**config.mk**
```make
export PLATFORM = sky130hd
export DESIGN_NAME = swl_link_target
export DESIGN_NICKNAME = d
export VERILOG_FILES = /design/src/swl_pkg.sv /design/src/swl_link_target.sv
export SDC_FILE = /design/constraint.sdc
export NUM_CORES = 1
export LEC_CHECK = 0
export BUFFER_PORTS_ARGS = -buffer_cell sky130_fd_sc_hd__buf_4
export CORE_MARGIN = 5
export CORE_UTILIZATION = 41
export CTS_BUF_LIST = sky130_fd_sc_hd__clkbuf_4
export DETAILED_ROUTE_END_ITERATION = 6
export PLACE_DENSITY_LB_ADDON = 0.15
export SLEW_MARGIN = 40
export SYNTH_ARGS = -nofsm -noshare
export SYNTH_HDL_FRONTEND = slang
export SYNTH_SLANG_ARGS = --single-unit
```
**constraint.sdc**
```tcl
create_clock -name sys_clk -period 13.6 [get_ports sys_clk]
set_input_delay 2.72 -clock sys_clk [delete_from_list [all_inputs] [get_ports sys_clk]]
set_output_delay 2.72 -clock sys_clk [all_outputs]
set_load 0.02 [all_outputs]
```
**src/swl_pkg.sv**
```systemverilog
// constants, states and carriers for the serial wire link target engine
// Summary of operation
// - line high is one, low is zero
// - host drives write data, target read data
// - every field travels least significant bit first
// - target samples and launches on rising clock
// - request: start, port, read, A2, A3
// - request parity covers bits one to four
// - OK acknowledge is one then two zeros
// - data phase only after OK acknowledge
// - 32-bit word plus odd-ones parity bit
// - one ignored turnaround cycle per direction change
// - turnaround after request; write before data, read after
// - fifty or more high cycles return to reset
// - switch pattern 0xE79E enters serial wire mode
// - identification read answers OK, word, parity
// - sticky error keeps answering FAULT until cleared
// - protocol error: release line, answer nothing
// - A2, A3 and direction pick the register
// - abort register write clears sticky flags
package swl_pkg;
  localparam logic [15:0] SWL_SWITCH_SEQ = 16'hE79E;
  localparam logic [5:0]  SWL_LRST_BITS  = 6'h32;
  localparam logic [5:0]  SWL_REQ_LAST   = 6'h06;
  localparam logic [5:0]  SWL_DATA_LAST  = 6'h20;
  localparam logic [2:0]  SWL_ACK_OK     = 3'h1;
  localparam logic [2:0]  SWL_ACK_WAIT   = 3'h2;
  localparam logic [2:0]  SWL_ACK_FAULT  = 3'h4;
  localparam logic [1:0]  SWL_DP_IDENT   = 2'h0;
  localparam logic [1:0]  SWL_DP_CTRL    = 2'h1;
  localparam logic [1:0]  SWL_DP_SELECT  = 2'h2;
  localparam logic [1:0]  SWL_DP_RDBUF   = 2'h3;
  localparam int          SWL_STK_ERR    = 5;
  localparam int          SWL_WD_ERR     = 7;
  localparam int          SWL_PWR_DBG    = 28;
  localparam int          SWL_PWR_SYS    = 30;
  localparam int          SWL_CLR_STK    = 2;
  localparam int          SWL_CLR_WD     = 3;
  localparam int          SWL_BANK_LO    = 4;

  typedef enum logic [3:0] {
    ST_JTAG  = 4'h0,
    ST_LOCK  = 4'h1,
    ST_LRST  = 4'h2,
    ST_IDLE  = 4'h3,
    ST_REQ   = 4'h4,
    ST_TRN1  = 4'h5,
    ST_ACK   = 4'h6,
    ST_TRN2  = 4'h7,
    ST_WDATA = 4'h8,
    ST_RDATA = 4'h9,
    ST_TRN3  = 4'hA
  } swl_state_t;

  // request bits one to seven as they arrive after the start bit
  typedef struct packed {
    logic       park;
    logic       stop;
    logic       par;
    logic [1:0] addr;
    logic       rd;
    logic       ap;
  } swl_req_t;

  typedef struct packed {
    logic        write;
    logic [5:0]  addr;
    logic [31:0] wdata;
  } swl_ap_cmd_t;
endpackage

```
**src/swl_link_target.sv**
```systemverilog
// serial wire link target engine: bit protocol, debug port registers, access port requests
`timescale 1ns/1ps
module swl_link_target
  import swl_pkg::*;
#(
  parameter logic [31:0] SWL_ID_WORD = 32'h1000_0001  // arbitrary identification value
) (
  input  wire logic        sys_clk,
  input  wire logic        sys_rst,
  input  wire logic        swclk,
  input  wire logic        swdio_i,
  output logic             swdio_o,
  output logic             swdio_oe,
  output logic             ap_req,
  output swl_ap_cmd_t      ap_cmd,
  input  wire logic        ap_done,
  input  wire logic [31:0] ap_rdata,
  input  wire logic        ap_err,
  output logic             swd_active,
  output logic             proto_lock
);

  logic        clk_s1, clk_s2, clk_s3;
  logic        dio_s1, dio_s2;
  logic        rise;
  logic        bit_in;
  swl_state_t  state, next_state;
  logic [5:0]  cnt, next_cnt;
  logic [5:0]  hi_cnt, next_hi_cnt;
  logic [15:0] sw_sh, next_sw_sh;
  logic [6:0]  req_sh, next_req_sh;
  swl_req_t    req, next_req;
  logic [2:0]  ack, next_ack;
  logic [32:0] dsh, next_dsh;
  logic        stk_err, next_stk_err;
  logic        wd_err, next_wd_err;
  logic [1:0]  pwr_req, next_pwr_req;
  logic [3:0]  bank, next_bank;
  logic [31:0] rdbuf, next_rdbuf;
  logic [31:0] last_rd, next_last_rd;
  logic        ap_pend, next_ap_pend;
  logic        next_swdio_o, next_swdio_oe, next_ap_req;
  swl_ap_cmd_t next_ap_cmd;
  logic        next_swd_active, next_proto_lock;
  swl_req_t    r;
  logic        bad;
  logic [31:0] word;
  logic [32:0] wsh;

  function automatic logic [31:0] ctrl_word(input logic [1:0] pw, input logic se,
                                            input logic we);
    logic [31:0] v;
    v = 32'h0000_0000;
    v[SWL_PWR_DBG]     = pw[0];
    v[SWL_PWR_DBG + 1] = pw[0];
    v[SWL_PWR_SYS]     = pw[1];
    v[SWL_PWR_SYS + 1] = pw[1];
    v[SWL_STK_ERR]     = se;
    v[SWL_WD_ERR]      = we;
    return v;
  endfunction

  // the link clock is only ever sampled here, never driven
  always_ff @(posedge sys_clk or posedge sys_rst) begin
    if (sys_rst) begin
      clk_s1 <= 1'b0;
      clk_s2 <= 1'b0;
      clk_s3 <= 1'b0;
      dio_s1 <= 1'b0;
      dio_s2 <= 1'b0;
    end else begin
      clk_s1 <= swclk;
      clk_s2 <= clk_s1;
      clk_s3 <= clk_s2;
      dio_s1 <= swdio_i;
      dio_s2 <= dio_s1;
    end
  end

  // both paths carry equal delay, so data still pairs with its own edge
  assign rise   = clk_s2 & ~clk_s3;
  assign bit_in = dio_s2;

  always_comb begin
    next_state   = state;
    next_cnt     = cnt;
    next_hi_cnt  = hi_cnt;
    next_sw_sh   = sw_sh;
    next_req_sh  = req_sh;
    next_req     = req;
    next_ack     = ack;
    next_dsh     = dsh;
    next_stk_err = stk_err;
    next_wd_err  = wd_err;
    next_pwr_req = pwr_req;
    next_bank    = bank;
    next_rdbuf   = rdbuf;
    next_last_rd = last_rd;
    next_ap_pend = ap_pend;
    next_swdio_o = swdio_o;
    next_swdio_oe = swdio_oe;
    next_ap_req  = 1'b0;
    next_ap_cmd  = ap_cmd;
    r            = swl_req_t'({bit_in, req_sh[6:1]});
    bad          = 1'b0;
    word         = 32'h0000_0000;
    wsh          = {bit_in, dsh[32:1]};
    if (rise) begin
      // only the host's own high bits count toward a line reset
      if (!swdio_oe) begin
        if (!bit_in) begin
          next_hi_cnt = 6'h00;
        end else if (hi_cnt != SWL_LRST_BITS) begin
          next_hi_cnt = hi_cnt + 6'h01;
        end
      end
      next_sw_sh = {bit_in, sw_sh[15:1]};
      case (state)
        ST_JTAG: begin
          if (next_sw_sh == SWL_SWITCH_SEQ) begin
            next_state = ST_LOCK;  // a line reset must still follow
          end
        end
        ST_LOCK: begin
          next_swdio_oe = 1'b0;
        end
        ST_LRST: begin
          if (!bit_in) begin
            next_state = ST_IDLE;
          end
        end
        ST_IDLE: begin
          // low idle bits are skipped; a one is the start bit
          if (bit_in) begin
            next_state = ST_REQ;
            next_cnt   = 6'h00;
          end
        end
        ST_REQ: begin
          next_req_sh = {bit_in, req_sh[6:1]};
          next_cnt    = cnt + 6'h01;
          if (cnt == SWL_REQ_LAST) begin
            bad = (^{r.par, r.addr, r.rd, r.ap}) | r.stop | ~r.park;
            next_req = r;
            if (bad) begin
              next_state = ST_LOCK;
            end else begin
              next_state = ST_TRN1;
              if (stk_err || wd_err) begin
                // only identification, status read and abort stay open
                if (!r.ap && (r.rd ? !r.addr[1] : r.addr == SWL_DP_IDENT)) begin
                  next_ack = SWL_ACK_OK;
                end else begin
                  next_ack = SWL_ACK_FAULT;
                end
              end else if (r.ap && ap_pend) begin
                next_ack = SWL_ACK_WAIT;
              end else begin
                next_ack = SWL_ACK_OK;
              end
              if (r.ap) begin
                word = rdbuf;  // reads return the previous access result
              end else if (r.addr == SWL_DP_IDENT) begin
                word = SWL_ID_WORD;
              end else if (r.addr == SWL_DP_CTRL) begin
                word = ctrl_word(pwr_req, stk_err, wd_err);
              end else if (r.addr == SWL_DP_SELECT) begin
                word = last_rd;
              end else begin
                word = rdbuf;
              end
              next_dsh = {^word, word};
              if (r.rd && next_ack == SWL_ACK_OK) begin
                next_last_rd = word;
                if (r.ap) begin
                  next_ap_req  = 1'b1;
                  next_ap_pend = 1'b1;
                  next_ap_cmd  = '{write: 1'b0, addr: {bank, r.addr}, wdata: 32'h0000_0000};
                end
              end
            end
          end
        end
        ST_TRN1: begin
          next_swdio_oe = 1'b1;  // the turnaround bit itself is ignored
          next_swdio_o  = ack[0];
          next_cnt      = 6'h00;
          next_state    = ST_ACK;
        end
        ST_ACK: begin
          next_cnt = cnt + 6'h01;
          if (cnt != 6'h02) begin
            next_swdio_o = ack[cnt[1:0] + 2'h1];
          end else if (ack == SWL_ACK_OK && req.rd) begin
            next_swdio_o = dsh[0];
            next_cnt     = 6'h00;
            next_state   = ST_RDATA;
          end else begin
            next_swdio_oe = 1'b0;
            next_state    = (ack == SWL_ACK_OK) ? ST_TRN2 : ST_TRN3;
          end
        end
        ST_RDATA: begin
          next_cnt = cnt + 6'h01;
          next_dsh = {1'b0, dsh[32:1]};
          if (cnt == SWL_DATA_LAST) begin
            next_swdio_oe = 1'b0;
            next_state    = ST_TRN3;
          end else begin
            next_swdio_o = dsh[1];
          end
        end
        ST_TRN2: begin
          next_cnt   = 6'h00;
          next_state = ST_WDATA;
        end
        ST_WDATA: begin
          next_dsh = wsh;
          next_cnt = cnt + 6'h01;
          if (cnt == SWL_DATA_LAST) begin
            next_state = ST_IDLE;
            if (^wsh) begin
              next_wd_err = 1'b1;  // write dropped on bad parity
            end else if (req.ap) begin
              next_ap_req  = 1'b1;
              next_ap_pend = 1'b1;
              next_ap_cmd  = '{write: 1'b1, addr: {bank, req.addr}, wdata: wsh[31:0]};
            end else if (req.addr == SWL_DP_IDENT) begin
              if (wsh[SWL_CLR_STK]) begin
                next_stk_err = 1'b0;
              end
              if (wsh[SWL_CLR_WD]) begin
                next_wd_err = 1'b0;
              end
            end else if (req.addr == SWL_DP_CTRL) begin
              next_pwr_req = {wsh[SWL_PWR_SYS], wsh[SWL_PWR_DBG]};
            end else if (req.addr == SWL_DP_SELECT) begin
              next_bank = wsh[SWL_BANK_LO +: 4];
            end
          end
        end
        ST_TRN3: begin
          next_state = ST_IDLE;
        end
        default: begin
          next_state = ST_LOCK;
        end
      endcase
      // line reset overrides any serial wire state while the target is not driving the line
      if (state != ST_JTAG && !swdio_oe && bit_in && hi_cnt == SWL_LRST_BITS - 6'h01) begin
        next_state    = ST_LRST;
        next_swdio_oe = 1'b0;
      end
    end
    // completion is applied last so its error wins over an abort clear
    if (ap_done) begin
      next_rdbuf   = ap_rdata;
      next_ap_pend = 1'b0;
      if (ap_err) begin
        next_stk_err = 1'b1;
      end
    end
    next_swd_active = (next_state != ST_JTAG);
    next_proto_lock = (next_state == ST_LOCK);
  end

  always_ff @(posedge sys_clk or posedge sys_rst) begin
    if (sys_rst) begin
      state      <= ST_JTAG;
      cnt        <= 6'h00;
      hi_cnt     <= 6'h00;
      sw_sh      <= 16'h0000;
      req_sh     <= 7'h00;
      req        <= '0;
      ack        <= 3'h0;
      dsh        <= 33'h0_0000_0000;
      stk_err    <= 1'b0;
      wd_err     <= 1'b0;
      pwr_req    <= 2'h0;
      bank       <= 4'h0;
      rdbuf      <= 32'h0000_0000;
      last_rd    <= 32'h0000_0000;
      ap_pend    <= 1'b0;
      swdio_o    <= 1'b0;
      swdio_oe   <= 1'b0;
      ap_req     <= 1'b0;
      ap_cmd     <= '0;
      swd_active <= 1'b0;
      proto_lock <= 1'b0;
    end else begin
      state      <= next_state;
      cnt        <= next_cnt;
      hi_cnt     <= next_hi_cnt;
      sw_sh      <= next_sw_sh;
      req_sh     <= next_req_sh;
      req        <= next_req;
      ack        <= next_ack;
      dsh        <= next_dsh;
      stk_err    <= next_stk_err;
      wd_err     <= next_wd_err;
      pwr_req    <= next_pwr_req;
      bank       <= next_bank;
      rdbuf      <= next_rdbuf;
      last_rd    <= next_last_rd;
      ap_pend    <= next_ap_pend;
      swdio_o    <= next_swdio_o;
      swdio_oe   <= next_swdio_oe;
      ap_req     <= next_ap_req;
      ap_cmd     <= next_ap_cmd;
      swd_active <= next_swd_active;
      proto_lock <= next_proto_lock;
    end
  end

  AST_LOCK_SILENT: assert property (@(posedge sys_clk) disable iff (sys_rst)
    state == ST_LOCK && $past(state) == ST_LOCK |-> !swdio_oe)
    else $error("line driven while locked out");
  AST_BAD_REQ: assert property (@(posedge sys_clk) disable iff (sys_rst)
    rise && state == ST_REQ && cnt == SWL_REQ_LAST && (r.stop || !r.park)
      && !(hi_cnt == SWL_LRST_BITS - 6'h01 && bit_in) |=> state == ST_LOCK ##1 !swdio_oe)
    else $error("bad request not treated as protocol error");
  AST_TRN_RELEASE: assert property (@(posedge sys_clk) disable iff (sys_rst)
    state inside {ST_TRN1, ST_TRN2, ST_WDATA} |-> !swdio_oe)
    else $error("target drives during turnaround or write data");
  AST_OK_FIRST: assert property (@(posedge sys_clk) disable iff (sys_rst)
    rise && state == ST_TRN1 && ack == SWL_ACK_OK |=> swdio_oe && swdio_o && state == ST_ACK)
    else $error("OK acknowledge does not start with one");
  AST_READ_DRIVE: assert property (@(posedge sys_clk) disable iff (sys_rst)
    state == ST_RDATA |-> swdio_oe && ack == SWL_ACK_OK && req.rd)
    else $error("read data phase without drive or OK");
  AST_READ_PAR: assert property (@(posedge sys_clk) disable iff (sys_rst)
    rise && state == ST_RDATA && cnt == 6'h1F && swdio_oe |=> swdio_o == dsh[0])
    else $error("read parity bit out of place");
  AST_SWITCH: assert property (@(posedge sys_clk) disable iff (sys_rst)
    rise && state == ST_JTAG && {bit_in, sw_sh[15:1]} == SWL_SWITCH_SEQ
      |=> swd_active ##1 (state != ST_JTAG))
    else $error("switch pattern not honoured");
  AST_LINE_RST: assert property (@(posedge sys_clk) disable iff (sys_rst)
    rise && state != ST_JTAG && !swdio_oe && bit_in && hi_cnt == 6'h31 |=> state == ST_LRST)
    else $error("line reset not recognised");
  AST_FAULT_AP: assert property (@(posedge sys_clk) disable iff (sys_rst)
    rise && state == ST_REQ && cnt == SWL_REQ_LAST && !bad && r.ap && (stk_err || wd_err)
      && !(hi_cnt == SWL_LRST_BITS - 6'h01 && bit_in) |=> ack == SWL_ACK_FAULT)
    else $error("access port request not faulted while sticky");
  AST_ABORT: assert property (@(posedge sys_clk) disable iff (sys_rst)
    rise && state == ST_WDATA && cnt == SWL_DATA_LAST && !(^wsh) && !req.ap
      && req.addr == SWL_DP_IDENT && wsh[SWL_CLR_STK] && !ap_done |=> !stk_err)
    else $error("abort write did not clear sticky error");
endmodule

```
### After elaboration in Yosys (flattened, before gate mapping)

Index checks and enable logic that the tools add are counted.

| operators by class | value |
|---|---|
| $add $sub $neg | 3 |
| eq/ne operators | 45 |
| reduce and logical (&&, ||, !) cells | 44 |
| magnitude comparators | 1 |
| muxes and demuxes | 89 |
| bitwise logic cells | 11 |

Operators by type and width:

| cell | count |
|---|---|
| $mux 39 | 7 |
| $mux 32 | 8 |
| $pmux 33 s3 | 1 |
| $pmux 39 s2 | 1 |
| $mux 33 | 2 |
| $mux 4 | 11 |
| $pmux 4 s11 | 1 |
| $mux 1 | 39 |
| $ne 3x3->1 const B | 11 |
| $reduce_xor 33->1 | 1 |
| $reduce_xor 32->1 | 1 |
| $mux 6 | 5 |
| $pmux 6 s4 | 1 |
| $mux 3 | 7 |
| $ne 2x2->1 const B | 9 |
| $reduce_and 9->1 | 2 |
| $eq 16x16->1 const B | 1 |
| $eq 4x3->1 const B | 4 |
| $add 6x1->6 const B | 2 |
| $eq 4x4->1 const B | 3 |
| $eq 6x6->1 const B | 2 |
| $reduce_and 4->1 | 3 |
| $reduce_bool 4->1 | 3 |
| $reduce_and 5->1 | 2 |
| other kinds (35) | 66 |

| word-level totals | value |
|---|---|
| word-level logic and storage cells | 223 |
| flip-flop bits (word level) | 201 |
| input bits | 38 |
| output and inout bits | 44 |

### Logic depth before layout (Yosys ltp)

Gate-level depths: netlist (run 1).

| logic depth | value |
|---|---|
| word-level depth | 17 |
| gate-level depth with buffers | 13 |
| gate-level depth less buffers | 11 |

### Worst setup path before layout (run 1)

Ideal clock, no wire load.

| path | value |
|---|---|
| path kind | input to register |
| start point | in ap_done |
| end point | reg rdbuf[10] |
| buffers on the path | 2 |
| arrival | 3.659 ns |
| data required time | 13.475 ns |
| slack | 9.816 ns |
| library setup time | 0.125 ns |
| stages on the path | 3 |
| cells stage by stage | clkbuf_1 -> buf_1 -> mux2_2 |

RTL lines:

| element | RTL line | RTL |
|---|---|---|
| start, declared | swl_link_target.sv:16 | `input wire logic ap_done,` |
| end signal, assigned | swl_link_target.sv:303 | `rdbuf <= next_rdbuf;` |
| end, declared | swl_link_target.sv:39 | `logic [31:0] rdbuf, next_rdbuf;` |

No word-level cell between the ends.

### Worst setup path after layout (run 1)

| path | value |
|---|---|
| start point | reg swdio_oe |
| end point | out swdio_oe |

RTL lines:

| element | RTL line | RTL |
|---|---|---|
| start, declared | swl_link_target.sv:13 | `output logic swdio_oe,` |
| start signal, assigned | swl_link_target.sv:307 | `swdio_oe <= next_swdio_oe;` |

No word-level cell between the ends.

==> run metrics, run 1 <==
status complete, no violations; part of the total power dissipated in sequential elements slightly below 60%; iteration count of the initial detailed-routing pass 7; multi-input logic area 0.00441 mm^2; Internal Dissipation 0.810 mW; switching power 0.371 mW; I/O pin count just over 80; crit-path leading delay family flip-flops; top cells by count, synth sky130_fd_sc_hd__dfrtp_1 (199), sky130_fd_sc_hd__nand2_1 (116), sky130_fd_sc_hd__nor2_1 (75); most instantiated flip-flop cell in the synthesis netlist sky130_fd_sc_hd__dfrtp_1; initial antenna violation count 1; clock transition time at the flip-flop clock pins of the worst setup and hold paths 0.16 ns; hold-fix buffers at CTS 0; total clock buffers created by CTS 17; cell at the root of the clock tree sky130_fd_sc_hd__clkbuf_4; launching element type of the critical path register; global-route wire length before repair 36.4 mm; Final HPWL DP around 15 mm; data arrival at the endpoint of the critical path 1.22 ns; number of global-route vias before repair ~6600; uppermost metal layer occupied by signal nets met4; # clock sinks ~200; portion of the post-synthesis area used by sequential elements 51.6%; Yosys cell types 58; Filler Cell Count ~2200; fraction of final layout cells sized beyond drive strength 1 19.9%; leakage power summed over all cells a little under 5 nW; number of enable flip-flop cells after synthesis 0; Max Transition Viols Final 0; buffering stage count on the worst path with inverters included 1; number of vias in the routed layout 6837; count of mapped cells out of synthesis 932; RSZ-0062 raised after global routing no; summed negative setup slack over all endpoints 0 ns; power per standard cell area 109 mW/mm^2; share of the core filled with cells 46.4%; switching power as a share of total power 31.4%; die outline width 163 um; nets 1033; fmax about 250 MHz; largest vdd supply drop 0.0000494 V; length of routed met2 wiring 9.26 mm; Min-Delay Path Class reg -> reg; Clock Skews 0.0290 ns; yosys synthesis warning count 0; GRT Resource Usage Total 17.2%; Layout area overhead 12.3%; area of the placeable core about 0.023 mm^2; vias per cell 5.18; DIE AREA 0.0267 mm^2; endpoint required time on the critical path 10.88 ns; post-synthesis async set-or-reset flop share 100%; final worst slack 9.66 ns; count of standard-cell rows 56; Avg Inst Size Synth between 10 and 15 um^2; metal1 wirelength 11.8 mm; remaining design rule violation count 0; sum of met3 wire segment lengths after detailed routing 912 um; Clock Latency Late Sink 0.59 ns; gp weighted congestion 0.841; setup slack, reg-to-reg around 10 ns; die outline height 163 um; netlist area before placement 0.00965 mm^2; final std cells w/o fill 1319; storage element area 0.00498 mm^2; period utilisation layout 29.0%; Slowest Stage Delay on Critical Path 0.46 ns; initial cell density of the core roughly two fifths; final setup violation count 0; most repeated cell in the gate-level netlist after synthesis sky130_fd_sc_hd__dfrtp_1; count of final hold-check violations 0; CTS HTree Levels 4; headroom to the max-slew limit 47.5%; Setup Fix Bufs, Post-CTS 0; part of the total power dissipated in combinational logic 15.0%; WL final between 20 and 25 mm; area share of the largest cell type after synthesis 51.6%; nets in the synthesized netlist 979; leading area contributor after synthesis sky130_fd_sc_hd__dfrtp_1; CTS-repair resized insts 0; slew at the pin closest to its max-slew limit approximately 0.8 ns; critical path capture point type primary output; maximum clock path buffer count 2; number of max-capacitance violations reported 0; Detailed Route Iter0 Violations 503; Worst path slowest cell sky130_fd_sc_hd__dfrtp_1; cells taking the most area after synthesis sky130_fd_sc_hd__dfrtp_1 (52%), sky130_fd_sc_hd__mux2_2 (6.7%), sky130_fd_sc_hd__xnor2_1 (4.7%), sky130_fd_sc_hd__nand2_1 (4.5%), sky130_fd_sc_hd__a21oi_1 (3.7%); clock network fraction of total power a little over a quarter; DRT antenna net count 0; path type of the worst setup path reg -> out; cell total after placement 1285; routed wirelength normalized by instance count 16.8 um; cell chain of the critical path buf_4; gr ovfl total 0; highest net fanout along the worst path 5; clock tree from TritonCTS done; maximum number of pins on one net before global-route repair between 100 and 150; IO Port Bufs 81; number of register bits inferred by synthesis 199; fin crit period 3.94 ns; pre-CTS setup slack 9.35 ns
## cells by family (layout without fill, tap and decap cells)
kind of cell	after synthesis	count (layout)	synth area share [%]
buf+inv	69	136	3.01
simple gates	271	271	12.9
fa+ha+maj	9	9	1.17
flops	199	199	51.6
other cells	0	1	0
xor+xnor	70	70	6.50
mux	79	79	9.25
compound gates	235	235	15.5
## state kept, by name, indices dropped and copies added (netlist names), 4 cells and up
name     cells
rdbuf       32
req          4
sw_sh       15
req_sh       6
state        4
bank         4
cnt          6
dsh         33
ap_cmd      39
hi_cnt       6
last_rd     32
## layer usage
| metal | vias to the layer above | track usage, % |
|---|---|---|
| met2 | 141 | 23.5 |
| met5 | - | 0 |
| met1 | 3293 | 27.5 |
| met4 | 0 | 4.31 |
| li1 | 3389 | - |
| met3 | 14 | 3.36 |
## power groups by stage
stage / Clock [mW] / Sequential, mW / Combinational (mW)
final: 0.322 / 0.682 / 0.177
after global routing: 0.357 / 0.691 / 0.203
after CTS: 0.333 / 0.683 / 0.179
after detailed placement: 0 / 0.693 / 0.179
after global placement: 0 / 0.693 / 0.176
after floorplan: 0 / 0.672 / 0.143
## layout make-up
type | instances | area share [%]
diodes | 1 | 0.0231
flip-flops and latches | 199 | 46.0
clock buffers | 17 | 1.18
repair buffers | 91 | 6.40
clock inverters | 15 | 1.50
inverters | 13 | 0.566
multi-input cells | 664 | 40.7
well taps | 319 | 3.68
## through the flow
stage                     area [um^2]  total power, mW  hold WS [ns]
after floorplan                  9650            0.815         0.331
after CTS                       10800             1.20         0.385
after global routing            10800             1.25         0.397
after global placement          10500            0.869         0.364
final                           10800             1.18         0.383
after detailed placement        10500            0.872         0.337
## layout by cell type, fill, tap and decap left out, types with 5 or more instances in the layout
| master | netlist | layout |
|---|---|---|
| sky130_fd_sc_hd__nor2b_1 | 17 | 16 |
| sky130_fd_sc_hd__nand2b_1 | 7 | 7 |
| sky130_fd_sc_hd__o21ai_0 | 71 | 70 |
| sky130_fd_sc_hd__a22o_1 | 39 | 39 |
| sky130_fd_sc_hd__a21oi_1 | 72 | 72 |
| sky130_fd_sc_hd__nor2_1 | 75 | 74 |
| sky130_fd_sc_hd__dfrtp_1 | 199 | 199 |
| sky130_fd_sc_hd__nor3_1 | 14 | 13 |
| sky130_fd_sc_hd__mux2i_1 | 16 | 16 |
| sky130_fd_sc_hd__inv_1 | 12 | 11 |
| sky130_fd_sc_hd__mux2_4 | 6 | 6 |
| sky130_fd_sc_hd__and3_1 | 8 | 7 |
| sky130_fd_sc_hd__xor2_1 | 17 | 17 |
| sky130_fd_sc_hd__inv_8 | 0 | 5 |
| sky130_fd_sc_hd__nand2_1 | 116 | 116 |
| sky130_fd_sc_hd__ha_1 | 9 | 9 |
| sky130_fd_sc_hd__nand3_1 | 10 | 10 |
| sky130_fd_sc_hd__xnor2_1 | 52 | 52 |
| sky130_fd_sc_hd__mux2_2 | 57 | 57 |
| sky130_fd_sc_hd__clkbuf_4 | 0 | 17 |
| sky130_fd_sc_hd__a22oi_1 | 20 | 20 |
| sky130_fd_sc_hd__buf_4 | 0 | 89 |
## worst paths after layout
kind	startpoint	to	depth (start not counted)
min	clk_s1	clk_s2	0
max reg2reg	req_sh[3]	dsh[32]	13
min in group asynchronous	sys_rst	clk_s2	2
max	swdio_oe	swdio_oe	1
max in group asynchronous	sys_rst	req_sh[2]	3
min reg2reg	clk_s1	clk_s2	0
No activity file was read; power rests on OpenSTA's default activity.
==> run 2: changes to the inputs <==
==> constraint.sdc (replaced) <==
create_clock -name sys_clk -period 3.64 [get_ports sys_clk]
set_input_delay 0.728 -clock sys_clk [delete_from_list [all_inputs] [get_ports sys_clk]]
set_output_delay 0.728 -clock sys_clk [all_outputs]
set_load 0.02 [all_outputs]
==> run metrics, run 2 (synthesized netlist as in run 1, its figures left out) <==
path type of the worst setup path reg -> reg; status complete, no violations; Max Transition Viols Final 0; gp weighted congestion 0.818; headroom to the max-slew limit 46.5%; clock tree from TritonCTS done; fin crit period between 3 and 4 ns; RSZ-0062 raised after global routing no; CTS HTree Levels 4; cell total after placement 1306; I/O pin count 82; die outline height 163 um; nets 1053; hold-fix buffers at CTS 0; initial cell density of the core 41.3%; Min-Delay Path Class in -> reg; DIE AREA 0.0267 mm^2; count of final hold-check violations 0; DRT antenna net count 0; WL final 22.4 mm; slew at the pin closest to its max-slew limit ~0.8 ns; highest net fanout along the worst path 18; iteration count of the initial detailed-routing pass 5; final std cells w/o fill 1339; number of vias in the routed layout 6906; routed wirelength normalized by instance count 16.7 um; maximum number of pins on one net before global-route repair 131; gr ovfl total 0; leading cell types in the layout, fill and taps excluded sky130_fd_sc_hd__dfrtp_1 (199), sky130_fd_sc_hd__nand2_1 (116), sky130_fd_sc_hd__buf_4 (107); number of global-route vias before repair 6519; Most flops, register ap_cmd; area of the placeable core 0.0233 mm^2; data arrival at the endpoint of the critical path 3.84 ns; cell at the root of the clock tree sky130_fd_sc_hd__clkbuf_4; remaining design rule violation count 0; most common library cell in the layout ignoring fill and taps sky130_fd_sc_hd__dfrtp_1; IO Port Bufs a little over 80; clock transition time at the flip-flop clock pins of the worst setup and hold paths 0.17 ns; final setup violation count 0; Layout area overhead 14.1%; endpoint required time on the critical path 4.15 ns; period utilisation layout between 90% and 100%; die outline width 163 um; # clock sinks 199; critical path capture point type register; share of the core filled with cells 47.2%; Setup Fix Bufs, Post-CTS 0; GRT Resource Usage Total 17.1%; max FFs per register 39; count of standard-cell rows 56; summed negative setup slack over all endpoints 0 ns; Filler Cell Count 2190; number of max-capacitance violations reported 0; fmax 300 MHz; CTS-repair resized insts 0; initial antenna violation count 1; power per standard cell area around 400 mW/mm^2; Detailed Route Iter0 Violations 495; largest vdd supply drop 0.000203 V; biggest registers after layout ap_cmd (39), dsh (33); Clock Latency Late Sink 0.59 ns; vias per cell approximately 5.2; fraction of final layout cells sized beyond drive strength 1 21.4%; total power after layout 4.40 mW; maximum clock path buffer count 2; leakage power summed over all cells ~5 nW; launching element type of the critical path register; global-route wire length before repair 36.3 mm; Final HPWL DP 15.8 mm; total clock buffers created by CTS 17; Clock Skews 0.0257 ns
## run 2: cell count changes in the layout (fill, tap and decap cells not counted), moves of 2 or more
cell                         delta
sky130_fd_sc_hd__buf_12         +4
sky130_fd_sc_hd__clkinvlp_4     +2
sky130_fd_sc_hd__buf_4         +18
sky130_fd_sc_hd__clkinv_8       +2
## run 2: per-layer routing
layer | wire length [um] | part of all wire (%) | vias to the layer above | GRT usage, %
li1 | - | - | 3419 | -
met1 | 12200 | 54 | 3333 | 28.1
met2 | 9160 | 41 | 141 | 23.1
met3 | 843 | 3.8 | 13 | 3.41
met4 | 208 | 0.93 | 0 | 3.66
met5 | 0 | 0 | - | 0
## run 2: final timing paths
path | to | from | cells after the start | slack (ns)
min in group asynchronous | rdbuf[0] | sys_rst | 3 | 0.25
min reg2reg | clk_s2 | clk_s1 | 0 | 0.37
min | dio_s1 | swdio_i | 1 | 0.24
max | dsh[32] | req_sh[4] | 11 | 0.31
max in group asynchronous | ap_cmd[24] | sys_rst | 3 | 2.73
max reg2reg | dsh[32] | req_sh[4] | 11 | 0.31
## run 2: layout make-up
cell class | instances | area (um^2) | share of cell area, %
Clock buffer | 17 | 128 | 1.16
Inverter | 13 | 52.6 | 0.477
Tap cell | 319 | 399 | 3.63
Multi-Input combinational cell | 664 | 4400 | 40.0
Sequential cell | 199 | 4980 | 45.2
Antenna cell | 1 | 2.50 | 0.0227
Clock inverter | 15 | 164 | 1.49
Timing Repair Buffer | 111 | 883 | 8.03
## run 2: stage by stage
step	setup slack, ns	hold slack [ns]	area, um^2
floorplan	0.338	0.331	9650
global placement	-0.00888	0.336	10700
detailed placement	0.332	0.338	10700
CTS	0.293	0.193	11000
global route	0.0314	0.172	11000
finish	0.311	0.239	11000
## run 2: power by group
part | switching, mW | leakage [nW] | internal [mW]
Clock | 0.859 | 0.148 | 0.314
Combinational | 0.389 | 2.21 | 0.309
Sequential | 0.172 | 2.66 | 2.36
Total | 1.42 | 5.02 | 2.98
## run 2: worst max-delay path, cell delays in order, from the launching register on
cell and delay [ns]:
sky130_fd_sc_hd__dfrtp_1 0.44, sky130_fd_sc_hd__inv_1 0.14, sky130_fd_sc_hd__ha_1 0.26, sky130_fd_sc_hd__or2_1 0.27
sky130_fd_sc_hd__nor2b_2 0.61, sky130_fd_sc_hd__a22oi_1 0.25, sky130_fd_sc_hd__xor2_1 0.21, sky130_fd_sc_hd__xnor2_1 0.18
sky130_fd_sc_hd__xnor2_1 0.14, sky130_fd_sc_hd__xnor3_1 0.42, sky130_fd_sc_hd__xnor2_1 0.14, sky130_fd_sc_hd__o31ai_1 0.18
==> run 3: changes to the inputs <==
--- a/config.mk
+++ b/config.mk
@@ -7,7 +7,7 @@
 export LEC_CHECK = 0
 export BUFFER_PORTS_ARGS = -buffer_cell sky130_fd_sc_hd__buf_4
 export CORE_MARGIN = 5
-export CORE_UTILIZATION = 41
+export CORE_UTILIZATION = 55
 export CTS_BUF_LIST = sky130_fd_sc_hd__clkbuf_4
 export DETAILED_ROUTE_END_ITERATION = 6
 export PLACE_DENSITY_LB_ADDON = 0.15
==> run metrics, run 3 (synthesized netlist as in run 1, its figures left out) <==
status complete, no violations; IO Port Bufs 81; number of global-route vias before repair 6875; die outline height about 140 um; largest vdd supply drop between 0.0002 and 0.00025 V; buffering stage count on the worst path with inverters included 2; worst r2r dst dsh[32]; total clock buffers created by CTS 17; initial cell density of the core 56.0%; die outline width 142 um; max FFs per register 39; Max Transition Viols Final 0; maximum clock path buffer count 2; path type of the worst setup path reg -> reg; start of the worst register-to-register path req_sh[4]; fraction of final layout cells sized beyond drive strength 1 21.4%; WL final around 22 mm; maximum number of pins on one net before global-route repair 57; period utilisation layout 93.5%; multi-input logic area 0.00440 mm^2; clock transition time at the flip-flop clock pins of the worst setup and hold paths 0.15 ns; final setup violation count 0; RSZ-0062 raised after global routing no; Min-Delay Path Class in -> reg; hold-fix buffers at CTS 1; crit-path leading delay family XOR/XNOR gates; count of standard-cell rows 48; Layout area overhead 13.6%; summed negative setup slack over all endpoints 0 ns; cell at the root of the clock tree sky130_fd_sc_hd__clkbuf_4; data arrival at the endpoint of the critical path 3.90 ns; number of max-capacitance violations reported 0; cell chain of the critical path inv_1 -> ha_1 -> or2_1 -> nor2b_1 -> buf_4 -> a22oi_1 -> xnor2_1 -> xnor2_1 -> xnor2_1 -> xnor3_1 -> xnor2_1 -> o31ai_1; iteration count of the initial detailed-routing pass 5; routed wirelength normalized by instance count roughly 17 um; cell total after placement 1218; count of final hold-check violations 0; worst hold margin 0.254 ns; CTS-repair resized insts 0; Filler Cell Count around 1400; Clock Skews 0.0166 ns; vias per cell 5.74; DIE AREA 0.0203 mm^2; Clock Latency Late Sink ~0.58 ns; area of the placeable core 0.0172 mm^2; summed area of non-filler cells in the final layout 0.0110 mm^2; clock tree from TritonCTS done; headroom to the max-slew limit roughly 48%; gp weighted congestion 0.887; Slowest Stage Delay on Critical Path ~0.50 ns; # clock sinks slightly below 200; fmax a little under 300 MHz; fin crit period about 3.4 ns; leading cell types in the layout, fill and taps excluded sky130_fd_sc_hd__dfrtp_1 (199), sky130_fd_sc_hd__nand2_1 (116), sky130_fd_sc_hd__buf_4 (108); start point of the worst min-delay path swclk; cell depth of the worst flop-to-flop path 12; Most flops, register ap_cmd; Detailed Route Iter0 Violations around 630; highest net fanout along the worst path 10; worst setup path end dsh[32]; cell area reported after detailed placement 0.0107 mm^2; leakage power summed over all cells about 5.1 nW; GRT Resource Usage Total between 20% and 30%; critical path capture point type register; initial antenna violation count 1; gr ovfl total 0; storage element area 0.00498 mm^2; number of vias in the routed layout 7190; most frequent CP cell sky130_fd_sc_hd__xnor2_1; most common library cell in the layout ignoring fill and taps sky130_fd_sc_hd__dfrtp_1; nets 1060; final std cells w/o fill 1253; critical path depth 12; I/O pin count 82; biggest registers after layout ap_cmd (39), dsh (33); global-route wire length before repair 35.8 mm; power per standard cell area 394 mW/mm^2; slew at the pin closest to its max-slew limit 0.780 ns; setup slack, reg-to-reg between 0.2 and 0.25 ns; endpoint required time on the critical path 4.13 ns; CTS HTree Levels 4; Final HPWL DP about 16 mm; Setup Fix Bufs, Post-CTS 0; launching element type of the critical path register; DRT antenna net count 0; Worst setup startpoint req_sh[4]; remaining design rule violation count 0; Worst path slowest cell sky130_fd_sc_hd__nor2b_1
-- run 3: cell count changes in the layout (fill, tap and decap cells not counted), sizes merged --
cell / delta
clkinvlp: -1
diode: +1
buf: +6
dlygate4sd3: +1
bufinv: +1
clkinv: +2
clkbuf: +2
inv: -4
-- run 3: worst min-delay path by stage --
stage               endpoint  cells after the start
floorplan             bit_in                      0
global placement      clk_s2                      0
detailed placement    clk_s2                      0
CTS                   clk_s1                      1
global route          clk_s1                      1
finish                clk_s1                      1
-- run 3: per-stage QoR --
| stage | worst slack (ns) | utilization (%) | total power [mW] |
|---|---|---|---|
| 6_report | 0.236 | 63.6 | 4.32 |
| 3_3_place_gp | 0.353 | 61.6 | 3.26 |
| 5_1_grt | 0.00859 | 63.6 | 4.57 |
| 3_5_place_dp | 0.287 | 62.1 | 3.28 |
| 4_1_cts | 0.244 | 63.6 | 4.36 |
| 2_1_floorplan | 0.338 | - | 3.05 |
-- run 3: area by class of cell --
class                   count  share of cell area [%]
diodes                      2                  0.0457
clock buffers              19                    1.30
clock inverters            13                   0.970
inverters                  13                   0.479
multi-input cells         664                    40.1
flip-flops and latches    199                    45.4
well taps                 225                    2.57
repair buffers            118                    9.11
-- run 3: power by group --
| part | internal [mW] | switching (mW) | leakage (nW) |
|---|---|---|---|
| Sequential | 2.36 | 0.151 | 2.66 |
| Combinational | 0.325 | 0.407 | 2.27 |
| Clock | 0.350 | 0.732 | 0.136 |
-- run 3: routing by layer --
layer	track usage, %	up-vias	wire, um
met5	0	-	0
met4	6.30	0	291
met3	4.03	25	1440
met2	31.4	222	9340
met1	34.7	3510	10700
li1	-	3433	-
